File: src/rtl/bhc_map.svh
// constants for the bus fault and halt control block
`ifndef BHC_MAP_SVH
`define BHC_MAP_SVH
`define BHC_CLK_NS        10
`define BHC_AS_NEG_NS     25
`define BHC_AS_NEG_CYC    ((`BHC_AS_NEG_NS + `BHC_CLK_NS - 1) / `BHC_CLK_NS)
`define BHC_RST_HALT_CYC  10
`define BHC_RST_OUT_CYC   124
`define BHC_FRAME_BYTES   14
`define BHC_PCSR_BYTES    6
`define BHC_VEC_BYTES     4
`define BHC_FAULT_VEC_ADDR 20'h00008
`define BHC_FC_SUPV_DATA  3'h5
`define BHC_FC_SUPV_PROG  3'h6
`endif

File: src/rtl/bhc_pkg.sv
// types shared by the bus fault and halt control block
package bhc_pkg;
  typedef struct packed {
    logic ack;
    logic fault;
    logic halt;
    logic rst;
  } bhc_pins_s;
  typedef struct packed {
    logic [19:0] addr;
    logic [7:0]  data;
    logic [2:0]  fc;
    logic        write;
    logic        rmw;
  } bhc_cyc_s;
  typedef enum logic [2:0] {
    ST_IDLE,
    ST_ADDR,
    ST_WAIT,
    ST_FAULT,
    ST_RERUN,
    ST_DFAULT
  } bhc_state_e;
endpackage

File: src/rtl/bhc_insync.sv
// input sampler: bus handshake pins to active-high internal levels
`timescale 1ns/1ps
module bhc_insync import bhc_pkg::*; (
  input  wire logic      mclk_i,
  input  wire logic      rst_i,
  input  wire logic      transfer_acknowledge_n_i,
  input  wire logic      bus_fault_in_n_i,
  input  wire logic      halt_n_i,
  input  wire logic      reset_n_i,
  output bhc_pins_s      pins_o
);
  // one sample stage; inputs are valid internally one edge later
  always_ff @(posedge mclk_i) begin
    if (rst_i) begin
      pins_o <= '0;
    end else begin
      pins_o.ack   <= ~transfer_acknowledge_n_i;
      pins_o.fault <= ~bus_fault_in_n_i;
      pins_o.halt  <= ~halt_n_i;
      pins_o.rst   <= ~reset_n_i;
    end
  end
endmodule

File: src/rtl/bhc_rstline.sv
// reset line: external reset detection and reset-instruction drive
`timescale 1ns/1ps
`include "bhc_map.svh"
module bhc_rstline import bhc_pkg::*; (
  input  wire logic      mclk_i,
  input  wire logic      rst_i,
  input  bhc_pins_s      pins_i,
  input  wire logic      reset_insn_i,
  output logic           sys_rst_o,
  output logic           reset_n_o,
  output logic           reset_oe_o
);
  logic [3:0] hold_r;
  logic [6:0] drv_r;

  // reset plus halt held for the full count resets the processor
  always_ff @(posedge mclk_i) begin
    if (rst_i || reset_oe_o || !(pins_i.rst && pins_i.halt)) begin
      hold_r <= 4'h0;
    end else if (hold_r != 4'(`BHC_RST_HALT_CYC)) begin
      hold_r <= hold_r + 4'h1;
    end
  end

  // our own drive is ignored above, so the reset instruction cannot reset us
  always_ff @(posedge mclk_i) begin
    if (rst_i) begin
      sys_rst_o <= 1'b0;
    end else begin
      sys_rst_o <= (hold_r == 4'(`BHC_RST_HALT_CYC - 1));
    end
  end

  // reset instruction drives the shared line low for a fixed span
  always_ff @(posedge mclk_i) begin
    if (rst_i) begin
      drv_r <= 7'h00;
    end else if (reset_insn_i && drv_r == 7'h00) begin
      drv_r <= 7'(`BHC_RST_OUT_CYC);
    end else if (drv_r != 7'h00) begin
      drv_r <= drv_r - 7'h01;
    end
  end

  assign reset_oe_o = (drv_r != 7'h00);
  assign reset_n_o  = 1'b0;
endmodule

File: src/rtl/bhc_ctrl.sv
// bus cycle termination, bus fault exception, re-run, halt and double fault
//
// What this block does
// - bus fault ends the current cycle at once, no acknowledge needed.
// - address strobe negates three clocks (25 ns rounded up to whole clocks) after fault recognition.
// - address and data float while the fault input stays asserted.
// - after fault negates: stack PC/SR, stack error data, fetch vector, run.
// - PC and SR stacked as for an interrupt, then access details.
// - new PC loaded from the fault vector, handler then starts.
// - fault with halt driven: end the cycle, float address and data.
// - in re-run, wait for halt release, repeat identical cycle.
// - read-modify-write never re-runs; fault plus halt gives the exception.
// - halt active means no bus cycles; halt inactive means normal running.
// - halt released until a cycle starts, then reasserted: one cycle only.
// - cycle finished with halt seen active floats address and data.
// - arbitration works while halted; it floats the control lines.
// - second fault before next instruction, stacking included, halts the part.
// - re-runs never count toward double fault; re-run repeats indefinitely.
// - fault before the first instruction after reset is a double fault.
// - only an external reset leaves the double fault halt.
// - reset line is two-way, driven by either party.
// - handshake inputs are sampled and valid internally one edge later.
// - reset with halt for ten clocks resets the processor fully.
`timescale 1ns/1ps
`include "bhc_map.svh"
module bhc_ctrl import bhc_pkg::*; (
  input  wire logic        mclk_i,
  input  wire logic        rst_i,
  // core request side
  input  wire logic        cyc_req_i,
  input  bhc_cyc_s         cyc_i,
  output logic             cyc_ack_o,
  output logic             cyc_done_o,
  output logic [7:0]       cyc_rdata_o,
  input  wire logic [31:0] exc_pc_i,
  input  wire logic [15:0] exc_sr_i,
  input  wire logic [15:0] exc_ir_i,
  input  wire logic [19:0] exc_sp_i,
  input  wire logic        insn_start_i,
  input  wire logic        reset_insn_i,
  output logic [31:0]      handler_pc_o,
  output logic             handler_go_o,
  output logic             dfault_o,
  output logic             core_rst_o,
  // arbitration
  input  wire logic        bus_req_i,
  output logic             bus_grant_o,
  // pins
  output logic [19:0]      addr_o,
  output logic             addr_oe_o,
  input  wire logic [7:0]  data_i,
  output logic [7:0]       data_o,
  output logic             data_oe_o,
  output logic [2:0]       fc_o,
  output logic             rw_o,
  output logic             address_strobe_n_o,
  output logic             ctl_oe_o,
  input  wire logic        transfer_acknowledge_n_i,
  input  wire logic        bus_fault_in_n_i,
  input  wire logic        halt_n_i,
  output logic             halt_n_o,
  output logic             halt_oe_o,
  input  wire logic        reset_n_i,
  output logic             reset_n_o,
  output logic             reset_oe_o
);
  bhc_pins_s   pins;
  logic        sys_rst;
  logic        rst_all;
  bhc_state_e  state_r;
  bhc_cyc_s    cur_r;
  bhc_cyc_s    next_cyc;
  logic        as_r;
  logic        drv_r;
  logic        rmw_wr_r;
  logic        rerun_r;
  logic [1:0]  cnt_r;
  logic        exc_r;
  logic [4:0]  exc_idx_r;
  logic        flt_flag_r;
  logic        boot_r;
  logic        grant_r;
  logic [19:0] flt_addr_r;
  logic [2:0]  flt_fc_r;
  logic        flt_wr_r;
  logic [15:0] flt_ir_r;
  logic [31:0] vec_r;
  logic        go_r;
  logic        done_r;
  logic        start;
  logic        end_ok;
  logic        last_exc;

  bhc_insync u_insync (
    .mclk_i                   (mclk_i),
    .rst_i                    (rst_i),
    .transfer_acknowledge_n_i (transfer_acknowledge_n_i),
    .bus_fault_in_n_i         (bus_fault_in_n_i),
    .halt_n_i                 (halt_n_i),
    .reset_n_i                (reset_n_i),
    .pins_o                   (pins)
  );

  bhc_rstline u_rstline (
    .mclk_i       (mclk_i),
    .rst_i        (rst_i),
    .pins_i       (pins),
    .reset_insn_i (reset_insn_i),
    .sys_rst_o    (sys_rst),
    .reset_n_o    (reset_n_o),
    .reset_oe_o   (reset_oe_o)
  );

  // the whole control state restarts on either reset source
  assign rst_all    = rst_i | sys_rst;
  assign core_rst_o = sys_rst;

  // exception frame: pc, sr first, then ir, access address, access status
  function automatic logic [7:0] frame_byte(input logic [4:0] idx);
    logic [111:0] f;
    f = {11'h000, ~flt_wr_r, 1'b0, flt_fc_r, 12'h000, flt_addr_r,
         flt_ir_r, exc_sr_i, exc_pc_i};
    frame_byte = f[8*idx +: 8];
  endfunction

  // cycle for one step of the exception sequence
  function automatic bhc_cyc_s exc_cyc(input logic [4:0] idx);
    bhc_cyc_s c;
    c = '0;
    if (idx < 5'(`BHC_FRAME_BYTES)) begin
      c.addr  = exc_sp_i - 20'(idx) - 20'h00001;
      c.data  = frame_byte(idx);
      c.fc    = `BHC_FC_SUPV_DATA;
      c.write = 1'b1;
    end else begin
      c.addr  = `BHC_FAULT_VEC_ADDR + 20'(idx - 5'(`BHC_FRAME_BYTES));
      c.fc    = `BHC_FC_SUPV_PROG;
    end
    exc_cyc = c;
  endfunction

  assign next_cyc = exc_r ? exc_cyc(exc_idx_r) : cyc_i;

  // a cycle starts only with halt inactive and the bus not granted away
  assign start = (state_r == ST_IDLE) && !pins.halt && !grant_r
               && (exc_r || cyc_req_i);
  assign cyc_ack_o = start && !exc_r;

  // acknowledge completes the cycle unless a fault is seen with it or it ends the read half of a read-modify-write
  assign end_ok = (state_r == ST_WAIT) && pins.ack && !pins.fault
               && !(cur_r.rmw && !rmw_wr_r);
  assign last_exc = exc_idx_r == 5'(`BHC_FRAME_BYTES + `BHC_VEC_BYTES - 1);

  // main cycle sequencer
  always_ff @(posedge mclk_i) begin
    if (rst_all) begin
      state_r <= ST_IDLE;
    end else begin
      case (state_r)
        ST_IDLE: begin
          if (start) begin
            state_r <= ST_ADDR;
          end
        end
        ST_ADDR: begin
          state_r <= ST_WAIT;
        end
        ST_WAIT: begin
          if (pins.fault) begin
            state_r <= ST_FAULT;
          end else if (end_ok) begin
            state_r <= ST_IDLE;
          end else if (pins.ack && cur_r.rmw && !rmw_wr_r) begin
            state_r <= ST_ADDR;
          end
        end
        ST_FAULT: begin
          // decide only after the strobe is gone and the fault input drops
          if (!as_r && !pins.fault) begin
            if (rerun_r) begin
              state_r <= ST_RERUN;
            end else if (flt_flag_r || boot_r) begin
              state_r <= ST_DFAULT;
            end else begin
              state_r <= ST_IDLE;
            end
          end
        end
        ST_RERUN: begin
          // fault is gone already, so a halt release means a clean repeat
          if (!pins.halt && !grant_r) begin
            state_r <= ST_ADDR;
          end
        end
        ST_DFAULT: begin
          state_r <= ST_DFAULT;
        end
        default: begin
          state_r <= ST_IDLE;
        end
      endcase
    end
  end

  // latched cycle descriptor; kept untouched so a re-run repeats it exactly
  always_ff @(posedge mclk_i) begin
    if (rst_all) begin
      cur_r <= '0;
    end else if (start) begin
      cur_r <= next_cyc;
    end
  end

  // read-modify-write keeps the strobe through both halves
  always_ff @(posedge mclk_i) begin
    if (rst_all || start) begin
      rmw_wr_r <= 1'b0;
    end else if (state_r == ST_WAIT && pins.ack && !pins.fault && cur_r.rmw) begin
      rmw_wr_r <= 1'b1;
    end
  end

  // address strobe, with the delayed negation after a fault
  always_ff @(posedge mclk_i) begin
    if (rst_all) begin
      as_r  <= 1'b0;
      cnt_r <= 2'h0;
    end else if (state_r == ST_ADDR) begin
      as_r <= 1'b1;
    end else if (state_r == ST_WAIT && pins.fault) begin
      cnt_r <= 2'h1;
    end else if (end_ok) begin
      as_r <= 1'b0;
    end else if (state_r == ST_FAULT && as_r) begin
      if (cnt_r == 2'(`BHC_AS_NEG_CYC)) begin
        as_r <= 1'b0;
      end else begin
        cnt_r <= cnt_r + 2'h1;
      end
    end
  end

  // re-run only when halt is seen with the fault and the cycle is not indivisible
  always_ff @(posedge mclk_i) begin
    if (rst_all) begin
      rerun_r <= 1'b0;
    end else if (state_r == ST_WAIT && pins.fault) begin
      rerun_r <= pins.halt && !cur_r.rmw && !exc_r;
    end
  end

  // address and data drive; floated on fault, on halted completion, on grant
  always_ff @(posedge mclk_i) begin
    if (rst_all) begin
      drv_r <= 1'b0;
    end else if (grant_r) begin
      drv_r <= 1'b0;
    end else if (start || (state_r == ST_RERUN && !pins.halt)) begin
      drv_r <= 1'b1;
    end else if (state_r == ST_WAIT && pins.fault) begin
      drv_r <= 1'b0;
    end else if (end_ok) begin
      drv_r <= !pins.halt;
    end
  end

  // details of the failed access, caught when the fault is recognised
  always_ff @(posedge mclk_i) begin
    if (rst_all) begin
      flt_addr_r <= 20'h00000;
      flt_fc_r   <= 3'h0;
      flt_wr_r   <= 1'b0;
      flt_ir_r   <= 16'h0000;
    end else if (state_r == ST_WAIT && pins.fault) begin
      flt_addr_r <= cur_r.addr;
      flt_fc_r   <= cur_r.fc;
      flt_wr_r   <= cur_r.write | rmw_wr_r;
      flt_ir_r   <= exc_ir_i;
    end
  end

  // exception sequence position; re-runs never enter here
  always_ff @(posedge mclk_i) begin
    if (rst_all) begin
      exc_r     <= 1'b0;
      exc_idx_r <= 5'h00;
    end else if (state_r == ST_FAULT && !as_r && !pins.fault && !rerun_r
                 && !flt_flag_r && !boot_r) begin
      exc_r     <= 1'b1;
      exc_idx_r <= 5'h00;
    end else if (exc_r && end_ok) begin
      if (last_exc) begin
        exc_r <= 1'b0;
      end else begin
        exc_idx_r <= exc_idx_r + 5'h01;
      end
    end
  end

  // double fault flag: set at exception start wins over instruction start
  always_ff @(posedge mclk_i) begin
    if (rst_all) begin
      flt_flag_r <= 1'b0;
    end else if (state_r == ST_FAULT && !as_r && !pins.fault && !rerun_r) begin
      flt_flag_r <= 1'b1;
    end else if (insn_start_i) begin
      flt_flag_r <= 1'b0;
    end
  end

  // boot window: any fault before the first instruction is fatal unless it re-runs
  always_ff @(posedge mclk_i) begin
    if (rst_all) begin
      boot_r <= 1'b1;
    end else if (insn_start_i) begin
      boot_r <= 1'b0;
    end
  end

  // vector bytes assembled high byte first, handler started after the last
  always_ff @(posedge mclk_i) begin
    if (rst_all) begin
      vec_r <= 32'h00000000;
      go_r  <= 1'b0;
    end else begin
      go_r <= exc_r && end_ok && last_exc;
      if (exc_r && end_ok && exc_idx_r >= 5'(`BHC_FRAME_BYTES)) begin
        vec_r <= {vec_r[23:0], data_i};
      end
    end
  end

  // core completion and read data
  always_ff @(posedge mclk_i) begin
    if (rst_all) begin
      done_r      <= 1'b0;
      cyc_rdata_o <= 8'h00;
    end else begin
      done_r <= end_ok && !exc_r;
      if (state_r == ST_WAIT && pins.ack && !pins.fault && !cur_r.write && !rmw_wr_r) begin
        cyc_rdata_o <= data_i;
      end
    end
  end

  // arbitration: granted between cycles, also while halted
  always_ff @(posedge mclk_i) begin
    if (rst_all) begin
      grant_r <= 1'b0;
    end else if (!bus_req_i) begin
      grant_r <= 1'b0;
    end else if ((state_r == ST_IDLE || state_r == ST_RERUN ||
                  state_r == ST_DFAULT) && !as_r && !start) begin
      grant_r <= 1'b1;
    end
  end

  // pin and core outputs
  assign addr_o             = cur_r.addr;
  assign addr_oe_o          = drv_r;
  assign data_o             = cur_r.data;
  assign data_oe_o          = drv_r && (cur_r.write || rmw_wr_r);
  assign fc_o               = cur_r.fc;
  assign rw_o               = !(cur_r.write || rmw_wr_r);
  assign address_strobe_n_o = !as_r;
  assign ctl_oe_o           = !grant_r;
  assign halt_n_o           = 1'b0;
  assign halt_oe_o          = (state_r == ST_DFAULT);
  assign dfault_o           = (state_r == ST_DFAULT);
  assign bus_grant_o        = grant_r;
  assign cyc_done_o         = done_r;
  assign handler_go_o       = go_r;
  assign handler_pc_o       = vec_r;
endmodule

File: config.mk
export PLATFORM = sky130hd
export DESIGN_NAME = bhc_ctrl
export DESIGN_NICKNAME = d
export VERILOG_FILES = /design/src/rtl/bhc_pkg.sv /design/src/rtl/bhc_insync.sv /design/src/rtl/bhc_rstline.sv /design/src/rtl/bhc_ctrl.sv
export VERILOG_INCLUDE_DIRS = /design/src /design/src/rtl
export SDC_FILE = /design/constraint.sdc
export NUM_CORES = 1
export LEC_CHECK = 0
export ABC_AREA = 1
export BUFFER_PORTS_ARGS = -buffer_cell sky130_fd_sc_hd__buf_2
export CELL_PAD_IN_SITES_DETAIL_PLACEMENT = 1
export CELL_PAD_IN_SITES_GLOBAL_PLACEMENT = 2
export CORE_ASPECT_RATIO = 0.5
export CORE_MARGIN = 2
export CORE_UTILIZATION = 30
export DETAILED_ROUTE_END_ITERATION = 8
export GPL_TIMING_DRIVEN = 0
export PLACE_DENSITY = 0.95
export SYNTH_ARGS = -nofsm -noshare
export SYNTH_HDL_FRONTEND = slang
export SYNTH_SLANG_ARGS = --single-unit
File: constraint.sdc
create_clock -name mclk_i -period 5.6 [get_ports mclk_i]
set_input_delay 1.12 -clock mclk_i [delete_from_list [all_inputs] [get_ports mclk_i]]
set_output_delay 1.12 -clock mclk_i [all_outputs]
set_load 0.02 [all_outputs]
==> results.json <==
{
  "design.die.area_um2": 27300,
  "dp_slack_ps": 2520,
  "fin_crit_ps": 3090,
  "drt_wl_total_um": 30200,
  "crit_fanout": 7,
  "hp-class": "reg2reg",
  "drc_errors": 0,
  "layout_commonest_cell": "nor2_1",
  "postCtsHoldBufs": 0,
  "htree_levels": 4,
  "yosysWarnings": 0,
  "worst_path_max_delay_cell": "nor2_1",
  "critPathBufInv": 3,
  "syn_area_um2": 7770,
  "rr_endpoint": "addr_o[10]$_SDFFE_PP0P_",
  "cts_sinks": 149,
  "tns_ps": 0,
  "r2r_cells": 12,
  "post_cts_resized": 0,
  "portBuffers": 217,
  "post_drt_via_cell_ratio": 4.86,
  "synthCells": 1161,
  "initial_core_util_pct": 30.7,
  "cp.depth": 6,
  "wl_per_cell_um": 17.2,
  "final_nets": 1549,
  "cp-end-kind": "output port",
  "cp_cell_sequence": "buf_2, nor2_1, nor2_4, nand2_2, inv_2, buf_2",
  "cp_common_cell": "buf_2",
  "crit_family": "simple AND/OR/NAND/NOR gates",
  "ys_seq_elements": 149,
  "cp-start-kind": "input pin",
  "cts_setup_buffers": 0,
  "first_iter_violations": 432,
  "worstReg2RegStart": "exc_idx_r[0]$_SDFFE_PP0P_",
  "worstPathArrival_ps": 1970,
  "skew_ps": 12.0,
  "layout_setup_ws_ps": 2510,
  "avgSynthCellArea_um2": 6.69,
  "cts_tree": "yes",
  "power_leakage_nw": 4.74,
  "final_cell_mix": "280 x nor2_1, 234 x buf_2, 202 x nand2_1",
  "outcome": "finished clean",
  "cp-endpoint": "cyc_ack_o",
  "synth_area_leaders": "dfxtp_1 38%, nor2_1 14%, nand2_1 9.8%",
  "drt_first_pass_iters": 4,
  "num_rows": 41,
  "vias": 8521,
  "max_cap_viol_count": 0,
  "antenna_found_initial": 1,
  "yosysSeqAreaShare_pct": 38.4,
  "core_um2": 25300,
  "grt_use_total_pct": 22.1,
  "ioPinCount": 221,
  "yosysTopAreaCell": "dfxtp_1",
  "setup_viol": 0,
  "path_class": "in2out",
  "grt_max_degree": 17,
  "slew_viol_final": 0,
  "p_per_area_nw_per_um2": 336,
  "area_growth_pct": 26.9,
  "cts-buffers-inserted": 17,
  "fin_crit_sh_pct": 55.1,
  "regToRegSetupSlack_ps": 2690,
  "slew_headroom_pct": 43.5,
  "worstMarginPinSlew_ps": 847,
  "root_buffer": "clkbuf_16",
  "max_clock_freq_mhz": 324,
  "grt_overflow": 0,
  "synth_cell_types": 44,
  "gp_congestion": 0.875,
  "slowest_delay_ps": 210,
  "dp_hpwl_um": 24200,
  "drive_gt1_share_pct": 24.4,
  "dieHeight_um": 118,
  "die_w_um": 232,
  "grt_first_pass_wirelength_um": 46900,
  "ir_drop_mv": 0.230,
  "hold_viol": 0,
  "synth_top_area_share_pct": 38.4,
  "ant_nets": 0,
  "grt_pass1_vias": 8771,
  "insertion_delay_ps": 440,
  "clock_path_buffers": 2,
  "rsz0062_at_grt": "false",
  "clk_pin_slew_ps": 70,
  "startpoint": "cyc_req_i",
  "required_ps": 4480
}
-- state kept, by name (all words and copies together), names as in the netlist, 4 cells and up --
name	count
flt_addr_r	20
cyc_rdata_o	8
u_rstline.hold_r	4
u_insync.pins_o	4
data_o	8
handler_pc_o	32
flt_ir_r	16
addr_o	20
u_rstline.drv_r	7
exc_idx_r	5
-- power breakdown --
| part | leakage, nW | internal [mW] | switching [mW] |
|---|---|---|---|
| Clock | 0.281 | 0.639 | 0.489 |
| Sequential | 1.21 | 1.19 | 0.104 |
| Combinational | 3.25 | 0.335 | 0.553 |
| Total | 4.74 | 2.17 | 1.15 |
-- layer usage --
metal	vias to the layer above	global-route usage (%)	routed length [um]
li1	4225	-	-
met1	4075	28.6	14100
met2	183	37.4	14200
met3	38	4.43	1360
met4	0	6.01	525
met5	-	0	0
-- cells by family after synthesis --
| logic type | share of synthesized area (%) |
|---|---|
| AND/OR/NAND/NOR | 30.9 |
| AO/OA/AOI/OAI | 16.6 |
| buffers and inverters | 10.0 |
| flip-flops | 38.4 |
| adder cells (fa/ha/maj) | 2.67 |
| XOR/XNOR | 1.24 |
| other | 0.0483 |
| multiplexers | 0.129 |
-- cell usage after synthesis, drive strengths merged --
master and instances:
o211ai 17, clkbuf 32, conb 1, or2 12
nand3b 1, a22oi 3, and2 1, inv 73
ha 15, nand2 207, nor2 286, mux2i 1
a31oi 8, xor2 10, o22ai 2, dfxtp 149
nor3 12, xnor2 1, a21oi 50, clkinv 1
a311oi 1, o21bai 3, nand4 14, nor3b 1
a31o 1, nand3 50, o21a 1, buf 54
o21ai 151, fa 1, o221a 1, a211oi 1
-- metrics by stage --
stage               area [um2]  std cells  utilization [%]  hold WS, ps  total power, mW
global route              9860       1755             38.9          490             3.50
finish                    9860       1755             38.9          462             3.31
global placement          9290       1723             36.7          431             2.17
detailed placement        9290       1723             36.7          454             2.20
CTS                       9860       1754             38.9          466             3.34
floorplan                 7770       1162                -          420             1.89
-- worst min path at each step --
stage | from | to | slack (ps) | cells past startpoint
4_1_cts | flt_ir_r[9]$_SDFFE_PP0P_ | flt_ir_r[9]$_SDFFE_PP0P_ | 470 | 2
2_1_floorplan | boot_r$_SDFFE_PP1P_ | boot_r$_SDFFE_PP1P_ | 420 | 2
3_3_place_gp | boot_r$_SDFFE_PP1P_ | boot_r$_SDFFE_PP1P_ | 430 | 2
5_1_grt | flt_ir_r[9]$_SDFFE_PP0P_ | flt_ir_r[9]$_SDFFE_PP0P_ | 490 | 2
6_report | flt_addr_r[9]$_SDFFE_PP0P_ | flt_addr_r[9]$_SDFFE_PP0P_ | 460 | 2
3_5_place_dp | addr_o[9]$_SDFFE_PP0P_ | addr_o[9]$_SDFFE_PP0P_ | 450 | 2
-- layout make-up --
type / count / area, um2
plain buffers: 86 / 498
clock inverters: 12 / 118
fillers: 3352 / 15500
repair buffers: 217 / 1090
clock buffers: 19 / 453
multi-input cells: 853 / 4010
well taps: 344 / 430
inverters: 74 / 279
flip-flops and latches: 149 / 2980
diodes: 1 / 2.50
-- worst register-to-register path, cell delays in order, from the launching register on --
cell,delay (ps)
dfxtp_1,470
inv_1,180
clkbuf_1,380
ha_1,380
fa_1,440
nand2_1,110
nand3_1,120
nand3_1,190
nand3_1,150
nand2_1,90
inv_1,30
o21ai_0,180
a21oi_1,90
Power figures use the tool's default switching activity.
